--- src/rtl/orf_pkg.sv ---
// Shared constants for the operation result flag unit
package orf_pkg;
	localparam int ADDR_W = 8;
	localparam int DATA_W = 32;
	localparam int WORD_W = 16;
	localparam int OUT_W  = 16;
	localparam int FP_W   = 6;
	localparam int BASES  = 8;
	localparam int BASE_W = 3;
	localparam int SLOT_W = 4;

	// Register byte addresses
	localparam logic [ADDR_W-1:0] OFS_STATUS = 8'h00;
	localparam logic [ADDR_W-1:0] OFS_RESULT = 8'h04;
	localparam logic [ADDR_W-1:0] OFS_PUT    = 8'h08;
	localparam logic [ADDR_W-1:0] OFS_GET    = 8'h0C;
	localparam logic [ADDR_W-1:0] OFS_FP     = 8'h10;

	// Per-base word banks: address bits [7:5] pick the bank, [4:2] the base
	localparam int BANK_MSB = 7;
	localparam int BANK_LSB = 5;
	localparam int IDX_MSB  = 4;
	localparam int IDX_LSB  = 2;
	localparam logic [2:0] BANK_ERR  = 3'h2;
	localparam logic [2:0] BANK_DONE = 3'h3;
	localparam logic [1:0] ALIGN_OK  = 2'h0;

	// Status register bits
	localparam int ST_OP_ERR  = 0;
	localparam int ST_OP_LAT  = 1;
	localparam int ST_ARY     = 2;
	localparam int ST_ARY_LAT = 3;
	localparam int ST_ALL_OFF = 4;

	// Floating point flag bits; latched copies of bits 1-5 sit at FP_LAT_LSB + bit - 1
	localparam int FP_E       = 0;
	localparam int FP_I       = 1;
	localparam int FP_Z       = 5;
	localparam int FP_LAT_LSB = 8;
	localparam int FP_LAT_W   = 5;

	// Reset and step values
	localparam logic [DATA_W-1:0] ZERO_WORD  = 32'h0000_0000;
	localparam logic [DATA_W-1:0] COUNT_STEP = 32'h0000_0001;
	localparam logic [WORD_W-1:0] ZERO_HALF  = 16'h0000;
	localparam logic [FP_W-1:0]   ZERO_FP    = 6'h00;
	localparam logic [OUT_W-1:0]  ALL_OFF    = 16'h0000;
endpackage : orf_pkg

--- src/rtl/orf_bus_if.sv ---
// Internal carrier between the bus front end and the flag registers
interface orf_bus_if;
	logic [orf_pkg::ADDR_W-1:0] addr;
	logic [orf_pkg::DATA_W-1:0] wdata;
	logic                       wr_en;
	logic [orf_pkg::DATA_W-1:0] rdata;
	logic                       rd_err;

	modport front (output addr, output wdata, output wr_en,
		input rdata, input rd_err);
	modport regs (input addr, input wdata, input wr_en,
		output rdata, output rd_err);
endinterface : orf_bus_if

--- src/rtl/orf_apb_slave.sv ---
// APB front end: setup-cycle read capture and access-phase write strobe
module orf_apb_slave (
	input  wire logic                       clk_in,
	input  wire logic                       rst_b_in,
	input  wire logic                       ce_in,
	input  wire logic                       psel_in,
	input  wire logic                       penable_in,
	input  wire logic                       pwrite_in,
	input  wire logic [orf_pkg::ADDR_W-1:0] paddr_in,
	input  wire logic [orf_pkg::DATA_W-1:0] pwdata_in,
	output logic      [orf_pkg::DATA_W-1:0] prdata_out,
	output logic                            pready_out,
	output logic                            pslverr_out,
	orf_bus_if.front                        bus
);
	logic err_q;

	// Zero wait states; frozen clock enable stalls the access phase
	assign pready_out  = psel_in & penable_in & ce_in;
	assign pslverr_out = pready_out & err_q;
	assign bus.addr    = paddr_in;
	assign bus.wdata   = pwdata_in;
	assign bus.wr_en   = pready_out & pwrite_in;

	// Read data is caught in the setup cycle so PRDATA comes from a flop
	always_ff @(posedge clk_in)
	begin
		if (!rst_b_in)
		begin
			prdata_out <= orf_pkg::ZERO_WORD;
			err_q      <= 1'b0;
		end
		else if (ce_in && psel_in && !penable_in)
		begin
			prdata_out <= pwrite_in ? orf_pkg::ZERO_WORD : bus.rdata;
			err_q      <= bus.rd_err;
		end
	end
endmodule : orf_apb_slave

--- src/rtl/orf_top.sv ---
// Operation result flags, floating point flags, service counters, APB regs
// Overview of operation
// [RULE_01] Operation error flag renewed every function execution
// [RULE_02] Latch error during program block until end
// [RULE_03] Software clears latched operation error by writing
// [RULE_04] Array flag on index beyond array size
// [RULE_05] Array index latch persists after offending access
// [RULE_06] All-off high only when every output off
// [RULE_07] 32-bit put counter counts each put service
// [RULE_08] 32-bit get counter counts each get service
// [RULE_09] Irregular floating input flag, no latch copy
// [RULE_10] Inexact result sets flag and latch
// [RULE_11] Overflow sets flag and latch
// [RULE_12] Underflow sets flag and latch
// [RULE_13] Invalid operation sets flag and latch
// [RULE_14] Zero divisor sets flag and latch
// [RULE_15] Error and completion word per base 0-7
// [RULE_16] Floating flags renewed; latches held until cleared
//
// Chosen here: register access over APB and the register addresses.
module orf_top (
	input  wire logic                       CLK_SYS_IN,
	input  wire logic                       RST_B_IN,
	input  wire logic                       CE_IN,
	input  wire logic                       PSEL_IN,
	input  wire logic                       PENABLE_IN,
	input  wire logic                       PWRITE_IN,
	input  wire logic [orf_pkg::ADDR_W-1:0] PADDR_IN,
	input  wire logic [orf_pkg::DATA_W-1:0] PWDATA_IN,
	output logic      [orf_pkg::DATA_W-1:0] PRDATA_OUT,
	output logic                            PREADY_OUT,
	output logic                            PSLVERR_OUT,
	input  wire logic                       OP_EXEC_IN,
	input  wire logic                       OP_ERR_IN,
	input  wire logic [orf_pkg::WORD_W-1:0] LOGIC_RESULT_IN,
	input  wire logic                       PB_RUN_IN,
	input  wire logic                       ARY_ACCESS_IN,
	input  wire logic [orf_pkg::WORD_W-1:0] ARY_INDEX_IN,
	input  wire logic [orf_pkg::WORD_W-1:0] ARY_SIZE_IN,
	input  wire logic [orf_pkg::OUT_W-1:0]  OUTPUTS_STATE_IN,
	input  wire logic                       PUT_EXEC_IN,
	input  wire logic                       GET_EXEC_IN,
	input  wire logic                       FP_OP_IN,
	input  wire logic [orf_pkg::FP_W-1:0]   FP_EXC_IN,
	input  wire logic                       XFER_START_IN,
	input  wire logic                       XFER_DONE_IN,
	input  wire logic                       XFER_ERR_IN,
	input  wire logic [orf_pkg::BASE_W-1:0] XFER_BASE_IN,
	input  wire logic [orf_pkg::SLOT_W-1:0] XFER_SLOT_IN,
	output logic                            OUTPUTS_ALL_OFF_OUT,
	output logic                            OP_ERROR_LATCH_OUT
);
	logic                       op_error_flag;
	logic                       op_error_latch;
	logic [orf_pkg::WORD_W-1:0] logic_result_word;
	logic                       array_range_flag;
	logic                       array_range_latch;
	logic                       outputs_all_off;
	logic [orf_pkg::DATA_W-1:0] put_service_count;
	logic [orf_pkg::DATA_W-1:0] get_service_count;
	logic [orf_pkg::FP_W-1:0]   fp_flags;
	logic [orf_pkg::FP_LAT_W-1:0] fp_latch;
	logic [orf_pkg::WORD_W-1:0] remote_xfer_error_word [orf_pkg::BASES];
	logic [orf_pkg::WORD_W-1:0] remote_xfer_done_word  [orf_pkg::BASES];
	logic                       pb_run_q;
	logic                       pb_end;
	logic                       op_latch_set;
	logic                       op_latch_clr;
	logic                       range_hit;
	logic                       fp_wr;
	logic [orf_pkg::FP_LAT_W-1:0] fp_lat_set;
	logic [orf_pkg::FP_LAT_W-1:0] fp_lat_clr;
	logic [orf_pkg::WORD_W-1:0] slot_mask;

	orf_bus_if bus ();

	orf_apb_slave u_apb (
		.clk_in      (CLK_SYS_IN),
		.rst_b_in    (RST_B_IN),
		.ce_in       (CE_IN),
		.psel_in     (PSEL_IN),
		.penable_in  (PENABLE_IN),
		.pwrite_in   (PWRITE_IN),
		.paddr_in    (PADDR_IN),
		.pwdata_in   (PWDATA_IN),
		.prdata_out  (PRDATA_OUT),
		.pready_out  (PREADY_OUT),
		.pslverr_out (PSLVERR_OUT),
		.bus         (bus.front)
	);

	// Width of the base index inside the per-base banks
	localparam int BASE_IDX_W = orf_pkg::BASE_W;

	// Word-aligned write hit on a given register
	function automatic logic wr_hit(input logic [orf_pkg::ADDR_W-1:0] a,
		input logic en, input logic [orf_pkg::ADDR_W-1:0] ofs);
		wr_hit = en && (a == ofs);
	endfunction : wr_hit

	// Read mux; returns {error, data}, unmapped or unaligned gives error
	function automatic logic [orf_pkg::DATA_W:0] rd_word(
		input logic [orf_pkg::ADDR_W-1:0] a);
		logic [orf_pkg::DATA_W-1:0] d;
		logic                       e;
		logic [BASE_IDX_W-1:0]      i;
		d = orf_pkg::ZERO_WORD;
		e = 1'b0;
		i = a[orf_pkg::IDX_MSB:orf_pkg::IDX_LSB];
		if (a[1:0] != orf_pkg::ALIGN_OK)
			e = 1'b1;
		else if (a == orf_pkg::OFS_STATUS)
		begin
			d[orf_pkg::ST_OP_ERR]  = op_error_flag;
			d[orf_pkg::ST_OP_LAT]  = op_error_latch;
			d[orf_pkg::ST_ARY]     = array_range_flag;
			d[orf_pkg::ST_ARY_LAT] = array_range_latch;
			d[orf_pkg::ST_ALL_OFF] = outputs_all_off;
		end
		else if (a == orf_pkg::OFS_RESULT)
			d[orf_pkg::WORD_W-1:0] = logic_result_word;
		else if (a == orf_pkg::OFS_PUT)
			d = put_service_count;
		else if (a == orf_pkg::OFS_GET)
			d = get_service_count;
		else if (a == orf_pkg::OFS_FP)
		begin
			d[orf_pkg::FP_W-1:0] = fp_flags;
			d[orf_pkg::FP_LAT_LSB +: orf_pkg::FP_LAT_W] = fp_latch;
		end
		else if (a[orf_pkg::BANK_MSB:orf_pkg::BANK_LSB] == orf_pkg::BANK_ERR)
			d[orf_pkg::WORD_W-1:0] = remote_xfer_error_word[i];
		else if (a[orf_pkg::BANK_MSB:orf_pkg::BANK_LSB] == orf_pkg::BANK_DONE)
			d[orf_pkg::WORD_W-1:0] = remote_xfer_done_word[i];
		else
			e = 1'b1;
		rd_word = {e, d};
	endfunction : rd_word

	// Read path back to the bus front end; a process rather than an assign
	// so a change of any register, not only of the address, re-runs it
	always_comb
	begin
		{bus.rd_err, bus.rdata} = rd_word(bus.addr);
	end

	// Event decode shared by the flag processes
	assign pb_end       = pb_run_q & ~PB_RUN_IN;
	assign op_latch_set = OP_EXEC_IN & OP_ERR_IN & PB_RUN_IN;
	assign op_latch_clr = pb_end | (wr_hit(bus.addr, bus.wr_en,
		orf_pkg::OFS_STATUS) & bus.wdata[orf_pkg::ST_OP_LAT]);
	assign range_hit    = ARY_INDEX_IN >= ARY_SIZE_IN;
	assign fp_wr        = wr_hit(bus.addr, bus.wr_en, orf_pkg::OFS_FP);
	assign fp_lat_set   = FP_OP_IN ? FP_EXC_IN[orf_pkg::FP_Z:orf_pkg::FP_I]
		: {orf_pkg::FP_LAT_W{1'b0}};
	assign fp_lat_clr   = fp_wr ?
		bus.wdata[orf_pkg::FP_LAT_LSB +: orf_pkg::FP_LAT_W]
		: {orf_pkg::FP_LAT_W{1'b0}};
	assign slot_mask    = orf_pkg::WORD_W'(1) << XFER_SLOT_IN;

	// Per-operation error and logic result follow each function call
	always_ff @(posedge CLK_SYS_IN)
	begin
		if (!RST_B_IN)
		begin
			op_error_flag     <= 1'b0;
			logic_result_word <= orf_pkg::ZERO_HALF;
		end
		else if (CE_IN && OP_EXEC_IN)
		begin
			op_error_flag     <= OP_ERR_IN; // RULE_01
			logic_result_word <= LOGIC_RESULT_IN;
		end
	end

	// Program block latch; a new error beats a clear in the same cycle
	always_ff @(posedge CLK_SYS_IN)
	begin
		if (!RST_B_IN)
		begin
			op_error_latch <= 1'b0;
			pb_run_q       <= 1'b0;
		end
		else if (CE_IN)
		begin
			pb_run_q       <= PB_RUN_IN;
			op_error_latch <= op_latch_set // RULE_02
				| (op_error_latch & ~op_latch_clr); // RULE_03
		end
	end

	// Array range check; the latch has no clear but reset
	always_ff @(posedge CLK_SYS_IN)
	begin
		if (!RST_B_IN)
		begin
			array_range_flag  <= 1'b0;
			array_range_latch <= 1'b0;
		end
		else if (CE_IN && ARY_ACCESS_IN)
		begin
			array_range_flag  <= range_hit; // RULE_04
			array_range_latch <= array_range_latch | range_hit; // RULE_05
		end
	end

	// Registered so a glitchy output vector never shows a false all-off
	always_ff @(posedge CLK_SYS_IN)
	begin
		if (!RST_B_IN)
			outputs_all_off <= 1'b0;
		else if (CE_IN)
			outputs_all_off <= OUTPUTS_STATE_IN == orf_pkg::ALL_OFF; // RULE_06
	end

	// Service counters wrap silently at the top of their range
	always_ff @(posedge CLK_SYS_IN)
	begin
		if (!RST_B_IN)
		begin
			put_service_count <= orf_pkg::ZERO_WORD;
			get_service_count <= orf_pkg::ZERO_WORD;
		end
		else if (CE_IN)
		begin
			if (PUT_EXEC_IN)
				put_service_count <= put_service_count
					+ orf_pkg::COUNT_STEP; // RULE_07
			if (GET_EXEC_IN)
				get_service_count <= get_service_count
					+ orf_pkg::COUNT_STEP; // RULE_08
		end
	end

	// Floating point flags renewed per operation, latches are sticky
	always_ff @(posedge CLK_SYS_IN)
	begin
		if (!RST_B_IN)
		begin
			fp_flags <= orf_pkg::ZERO_FP;
			fp_latch <= {orf_pkg::FP_LAT_W{1'b0}};
		end
		else if (CE_IN)
		begin
			if (FP_OP_IN)
				fp_flags <= FP_EXC_IN; // RULE_09 RULE_16
			// RULE_10 RULE_11 RULE_12 RULE_13 RULE_14
			fp_latch <= fp_lat_set | (fp_latch & ~fp_lat_clr); // RULE_16
		end
	end

	// Per-base words; start clears done, completion records the outcome
	always_ff @(posedge CLK_SYS_IN)
	begin
		if (!RST_B_IN)
		begin
			for (int b = 0; b < orf_pkg::BASES; b++)
			begin
				remote_xfer_error_word[b] <= orf_pkg::ZERO_HALF;
				remote_xfer_done_word[b]  <= orf_pkg::ZERO_HALF;
			end
		end
		else if (CE_IN && XFER_DONE_IN)
		begin
			remote_xfer_done_word[XFER_BASE_IN] <= // RULE_15
				remote_xfer_done_word[XFER_BASE_IN] | slot_mask;
			remote_xfer_error_word[XFER_BASE_IN] <= XFER_ERR_IN
				? remote_xfer_error_word[XFER_BASE_IN] | slot_mask
				: remote_xfer_error_word[XFER_BASE_IN] & ~slot_mask;
		end
		else if (CE_IN && XFER_START_IN)
			remote_xfer_done_word[XFER_BASE_IN] <=
				remote_xfer_done_word[XFER_BASE_IN] & ~slot_mask;
	end

	// Pin views of two status bits
	assign OUTPUTS_ALL_OFF_OUT = outputs_all_off;
	assign OP_ERROR_LATCH_OUT  = op_error_latch;
endmodule : orf_top

--- config.mk ---
export PLATFORM = sky130hd
export DESIGN_NAME = orf_top
export DESIGN_NICKNAME = d
export VERILOG_FILES = /design/src/rtl/orf_pkg.sv /design/src/rtl/orf_bus_if.sv /design/src/rtl/orf_apb_slave.sv /design/src/rtl/orf_top.sv
export SDC_FILE = /design/constraint.sdc
export NUM_CORES = 1
export LEC_CHECK = 0
export BUFFER_PORTS_ARGS = -buffer_cell sky130_fd_sc_hd__buf_2
export CORE_ASPECT_RATIO = 2
export CORE_MARGIN = 1.5
export CORE_UTILIZATION = 50
export CTS_CLUSTER_SIZE = 16
export DETAILED_ROUTE_END_ITERATION = 8
export PLACE_DENSITY_LB_ADDON = 0.1
export SLEW_MARGIN = 20
export SYNTH_ARGS = -nofsm -noshare
export SYNTH_HDL_FRONTEND = slang
export SYNTH_HIERARCHICAL = 1
export SYNTH_SLANG_ARGS = --single-unit
--- constraint.sdc ---
create_clock -name CLK_SYS_IN -period 2.1 [get_ports CLK_SYS_IN]
set_input_delay 0.105 -clock CLK_SYS_IN [delete_from_list [all_inputs] [get_ports CLK_SYS_IN]]
set_output_delay 0.105 -clock CLK_SYS_IN [all_outputs]
set_load 0.1 [all_outputs]
==> results by group, run 1 <==
Critical path
  • Crit Path Class: register to register
  • Crit path DAT: 2450 ps
  • Crit-path most repeated cell: mux2i_1
  • Worst Path Required: 2530 ps
  • Worst Setup Start Kind: register
  • CP Buf/Inv Count: 0
  • Slowest stage cell on the critical path: mux4_2
  • Delay of the slowest critical-path stage: 480 ps
  • CP Max Fanout: 2
  • Largest delay share family, worst path: multiplexers
  • Critical Path End Type: register
  • Critical Path, Cell by Cell: mux4_2 -> mux2i_1 -> nor3_1 -> a21oi_1 -> o21ai_0 -> nand3b_1 -> mux2i_1
  • R2r setup slk: 80 ps

Min path
  • HP Class: input pin to register

Job
  • MaxCap Viol Count: 0

STA
  • Min cycle time layout: 2025 ps
  • RSZ-0062 raised after global routing: no
  • Worst Max-Slew Pin Slew: 1096 ps
  • Final Max Tran Viols: 0
  • Hold slack: 28.97 ps
  • Post-Route Skew: 10.88 ps
  • Fmax: 493.8 MHz
  • Final period util: 96.43%
  • Final WS setup: 75.02 ps
  • Rel. slew slack: 26.70%
  • Hold Fails Final Rpt: 0
  • # setup viols final: 0

Clock tree
  • Clock buffer depth: 3
  • Clk root buf: clkbuf_16
  • Clock transition at path regs: 60 ps
  • Clock latency on the worst-skew pair: 550 ps
  • CTS Sinks: 386
  • Post-CTS setup buffers: 0
  • Clock H-tree levels: 2
  • Clock buffer count from CTS: 38
  • CTS tree: done

Status
  • Status: completed

Power and ir drop
  • P per Cell Area: 690.7 mW/mm^2
  • Peak supply drop: 0.0005668 V
  • LEAKAGE: 9.575 nW

Finish
  • Final core utilization: 60.29%
  • Layout cell share with drive strength beyond 1: 24.56%
  • Fin nets: 2,392
  • Area delta synth->final: 19.68%
  • Fill count: 3,621

Die
  • # IOs: 169
  • Die footprint: 0.04327 sq mm
  • Core box area: 0.04164 sq mm
  • Initial core utilization: 50.38%
  • Die width: 147.8 microns
  • Chip height: 292.7 microns
  • Row count: 106

Drt
  • Initial detailed-routing violation count: 1,032
  • Residual DRC: 0
  • DR vias/cell: 6.169
  • Average wire per standard cell: 26.38 microns
  • Detailed Route WL: 73,990 microns
  • Drt pass-1 iters: 5
  • Via count: 17.30k
  • Final ANT Viol Nets: 0

Place
  • Dpl hpwl: 53,910 microns
  • DP Worst Slack: -76.64 ps
  • GP Congestion: 0.9548
  • Port bufs: 142

Logic synthesis
  • Mapped cell area: 0.02098 sq mm
  • Post-Syn Instances: 1,950
  • Synthesized net count: 2,101
  • Yosys warns: 6
  • Avg Synthesized Cell Area: 10.76 sq um

Global route
  • All-Layer GR Usage: 34.40%
  • Initial antenna violation count: 0
  • Largest net degree at the start of global routing: 91
  • First-pass GRT wire length: 108,600 microns
  • Vias in the first global route: 17.94k
  • Congestion Overflow GR: 0
-- path summary, 6_finish.rpt --
path,from,endpoint,cells after the start
setup / recovery,remote_xfer_done_word[3][9],u_apb/prdata_out[9],7
hold / removal,FP_EXC_IN[1],fp_flags[1],4
setup reg to reg,remote_xfer_done_word[3][9],u_apb/prdata_out[9],7
hold reg to reg,u_apb/prdata_out[25],u_apb/prdata_out[25],2
-- cell usage in the layout (no fill, tap or decap), drive strengths merged, types with 35 or more instances in the layout --
cell type and instances:
nand3b 35, buf 355, dfxtp 130, o21ai 46
nand3 41, dlygate4sd3 44, nand2 226, a22oi 40
mux4 78, and2 51, mux2i 93, edfxtp 256
mux2 38, clkbuf 52, nor2 284, a21oi 60
-- area by class of cell --
type / instances / area (sq um) / share of cell area [%]
Antenna cell: 1 / 2.502 / 0.009966
Clock buffer: 52 / 1077 / 4.290
Clock inverter: 11 / 47.55 / 0.1894
Inverter: 33 / 123.9 / 0.4933
Multi-Input combinational cell: 1383 / 9787 / 38.98
Sequential cell: 386 / 10290 / 40.98
Tap cell: 540 / 675.6 / 2.691
Timing Repair Buffer: 399 / 3105 / 12.37
-- power breakdown --
part	switching (W)	leakage [nW]	internal [W]	total, W
clock network	0.00295	0.546	0.00357	0.00651
logic	0.00135	5.33	0.000997	0.00235
registers	0.000148	3.70	0.00833	0.00848
total	0.00445	9.58	0.0129	0.0173
-- worst register-to-register path: stages, from the launching register on --
cell and delay (ps):
edfxtp_1 390, mux4_2 480, mux2i_1 400, nor3_1 90
a21oi_1 210, o21ai_0 130, nand3b_1 120, mux2i_1 90
-- state kept, by name, indices dropped and copies added (netlist names) --
| signal | cells |
|---|---|
| array_range_flag | 1 |
| op_error_flag | 1 |
| fp_latch | 5 |
| logic_result_word | 16 |
| OUTPUTS_ALL_OFF_OUT | 1 |
| fp_flags | 6 |
| u_apb/prdata_out | 32 |
| put_service_count | 32 |
| u_apb/err_q | 1 |
| get_service_count | 32 |
| pb_run_q | 1 |
| OP_ERROR_LATCH_OUT | 1 |
| array_range_latch | 1 |
| remote_xfer_done_word | 128 |
| remote_xfer_error_word | 128 |
-- per-stage QoR --
stage | TNS, ps | instances | cell area (sq um) | total power, W
CTS | 0 | 2804 | 25100 | 0.01741
global route | 0 | 2804 | 25110 | 0.01784
finish | 0 | 2805 | 25110 | 0.01734
detailed placement | -1648 | 2697 | 23530 | 0.01089
floorplan | 0 | 1950 | 20980 | 0.009906
global placement | -1021 | 2697 | 23530 | 0.01084
-- metal layers --
| metal | track usage [%] | part of all wire, % | wire length, microns |
|---|---|---|---|
| met2 | 63.38 | 53 | 39300 |
| met1 | 32.73 | 31 | 22650 |
| met4 | 29.99 | 10 | 7418 |
| met3 | 4.751 | 6.2 | 4623 |
| met5 | 0 | 0 | 0 |
-- repair_timing --
item | 4_1_cts | 5_1_grt
hold endpoints to repair | 36 | 0
hold buffers | 44 | 0
gates resized for setup | 0 | 2
endpoints found under the setup margin | 0 | 2
No activity file was read; power rests on OpenSTA's default activity.
==> inputs of run 2 (changes only) <==
Settings changed: SETUP_SLACK_MARGIN set to 0.1.
==> results by group, run 2 (synthesis gave the netlist of run 1 again) <==
Power and ir drop
  • P per Cell Area: 698.4 mW/mm^2
  • LEAKAGE: 9.538 nW
  • Peak supply drop: 0.0006665 V

Critical path
  • Reg2reg end: get_service_count[26]
  • Crit path DAT: 2390 ps
  • CP Capture Point: get_service_count[26]
  • R2R cell count: 6
  • Worst Setup SP: get_service_count[1]
  • Crit Path Class: register to register
  • CP Max Fanout: 4
  • Critical Path End Type: register
  • R2r setup slk: 150 ps
  • Worst Setup Start Kind: register
  • RR Startpoint: get_service_count[1]
  • Worst Path Required: 2540 ps

Status
  • Status: completed

Place
  • Port bufs: 142
  • GP Congestion: 0.9403
  • DP Worst Slack: -190.6 ps
  • DP Cell Count: 2,692
  • Dpl hpwl: 52,700 microns

Finish
  • Non-Filler Instances: 2,795
  • Most common cell after layout, fill and taps aside: nor2_1
  • Layout cell share with drive strength beyond 1: 25.32%
  • Top flop regs: remote_xfer_done_word (128), remote_xfer_error_word (128)
  • Area occupied by multi-input gates: 0.009814 sq mm
  • Register area: 0.01029 sq mm
  • Area delta synth->final: 19.66%
  • Fill count: 3,617
  • Most frequent cells in the layout: nor2_1, edfxtp_1, nand2_1
  • Diode count: 0
  • Fin nets: 2,379

STA
  • Rel. slew slack: 38.14%
  • Hold Fails Final Rpt: 0
  • # setup viols final: 0
  • Final Max Tran Viols: 0
  • Final WS setup: 150.5 ps
  • Final period util: 92.83%
  • Worst Max-Slew Pin Slew: 926.9 ps
  • Min cycle time layout: 1949 ps
  • Post-Route Skew: 10.44 ps
  • Hold slack: 6.078 ps
  • Fmax: 513.0 MHz
  • RSZ-0062 raised after global routing: yes

Clock tree
  • Clock buffer depth: 3
  • CTS Sinks: 386
  • Clock buffer count from CTS: 37
  • Clk root buf: clkbuf_16
  • Clock latency on the worst-skew pair: 550 ps
  • Clock H-tree levels: 2
  • CTS tree: done
  • Clock transition at path regs: 70 ps

Drt
  • Residual DRC: 0
  • Drt pass-1 iters: 5
  • Detailed Route WL: 72,440 microns
  • DR vias/cell: 6.127
  • Final ANT Viol Nets: 0
  • Via count: 17.12k
  • Initial detailed-routing violation count: 1,138
  • Average wire per standard cell: 25.92 microns

Job
  • MaxCap Viol Count: 0

Die
  • # IOs: 169
  • Die footprint: 0.04327 sq mm
  • Initial core utilization: 50.38%
  • Chip height: 292.7 microns
  • Die width: 147.8 microns
  • Core box area: 0.04164 sq mm
  • Row count: 106

Global route
  • First-pass GRT wire length: 106,400 microns
  • Largest net degree at the start of global routing: 155
  • Congestion Overflow GR: 0
  • Initial antenna violation count: 0
  • Vias in the first global route: 17.82k
  • All-Layer GR Usage: 33.62%

Min path
  • HP Class: input pin to register
run 2: how the worst min path moves through the flow:
| stage | slack [ps] | depth (start not counted) | end | from |
|---|---|---|---|---|
| finish | 6 | 3 | fp_latch[0] | FP_EXC_IN[1] |
| global route | 10 | 3 | fp_latch[0] | FP_EXC_IN[1] |
| CTS | 6 | 3 | fp_latch[0] | FP_EXC_IN[1] |
| detailed placement | 370 | 3 | logic_result_word[12] | LOGIC_RESULT_IN[12] |
| global placement | 370 | 3 | logic_result_word[0] | LOGIC_RESULT_IN[0] |
| floorplan | 250 | 2 | logic_result_word[10] | LOGIC_RESULT_IN[10] |
run 2: final cells by class:
cell class | count | share of cell area [%]
flip-flops and latches | 386 | 40.99
multi-input cells | 1383 | 39.09
clock buffers | 46 | 4.156
well taps | 540 | 2.691
clock inverters | 20 | 0.6080
repair buffers | 387 | 11.97
inverters | 33 | 0.4934
run 2: per-stage QoR:
stage                     total power (W)  area [sq um]  setup TNS, ps  util (%)
after floorplan                  0.009907         20990              0         -
after detailed placement          0.01086         23520          -8593     56.47
after global placement            0.01082         23520          -6463     56.47
final                             0.01753         25110              0     60.28
after CTS                         0.01760         25080              0     60.23
after global routing              0.01803         25110              0     60.28
run 2: timing repair:
item,in CTS,in global routing
setup buffers,0,1
endpoints found under the setup margin,1,10
pin swaps,0,2
gates resized for setup,1,6
endpoints found under the hold margin,32,0
hold buffers,37,0
run 2: worst max-delay path: stages, from the launching register on:
cell	delay (ps)
dfxtp_1	400
ha_1	260
inv_1	90
or4_4	590
nor3_1	250
xor2_1	90
and2_1	160
run 2: where the power goes:
part	internal (W)	switching, W
Combinational	0.000976	0.00133
Clock	0.00378	0.00298
Sequential	0.00833	0.000144
run 2: per-layer routing:
metal  up-vias  GRT usage (%)  share of wire (%)
met5         -              0                  0
met2       806          62.88                 54
li1       7711              -                  -
met4         0          27.55                9.4
met3       275          3.551                6.2
met1      8332          32.63                 31
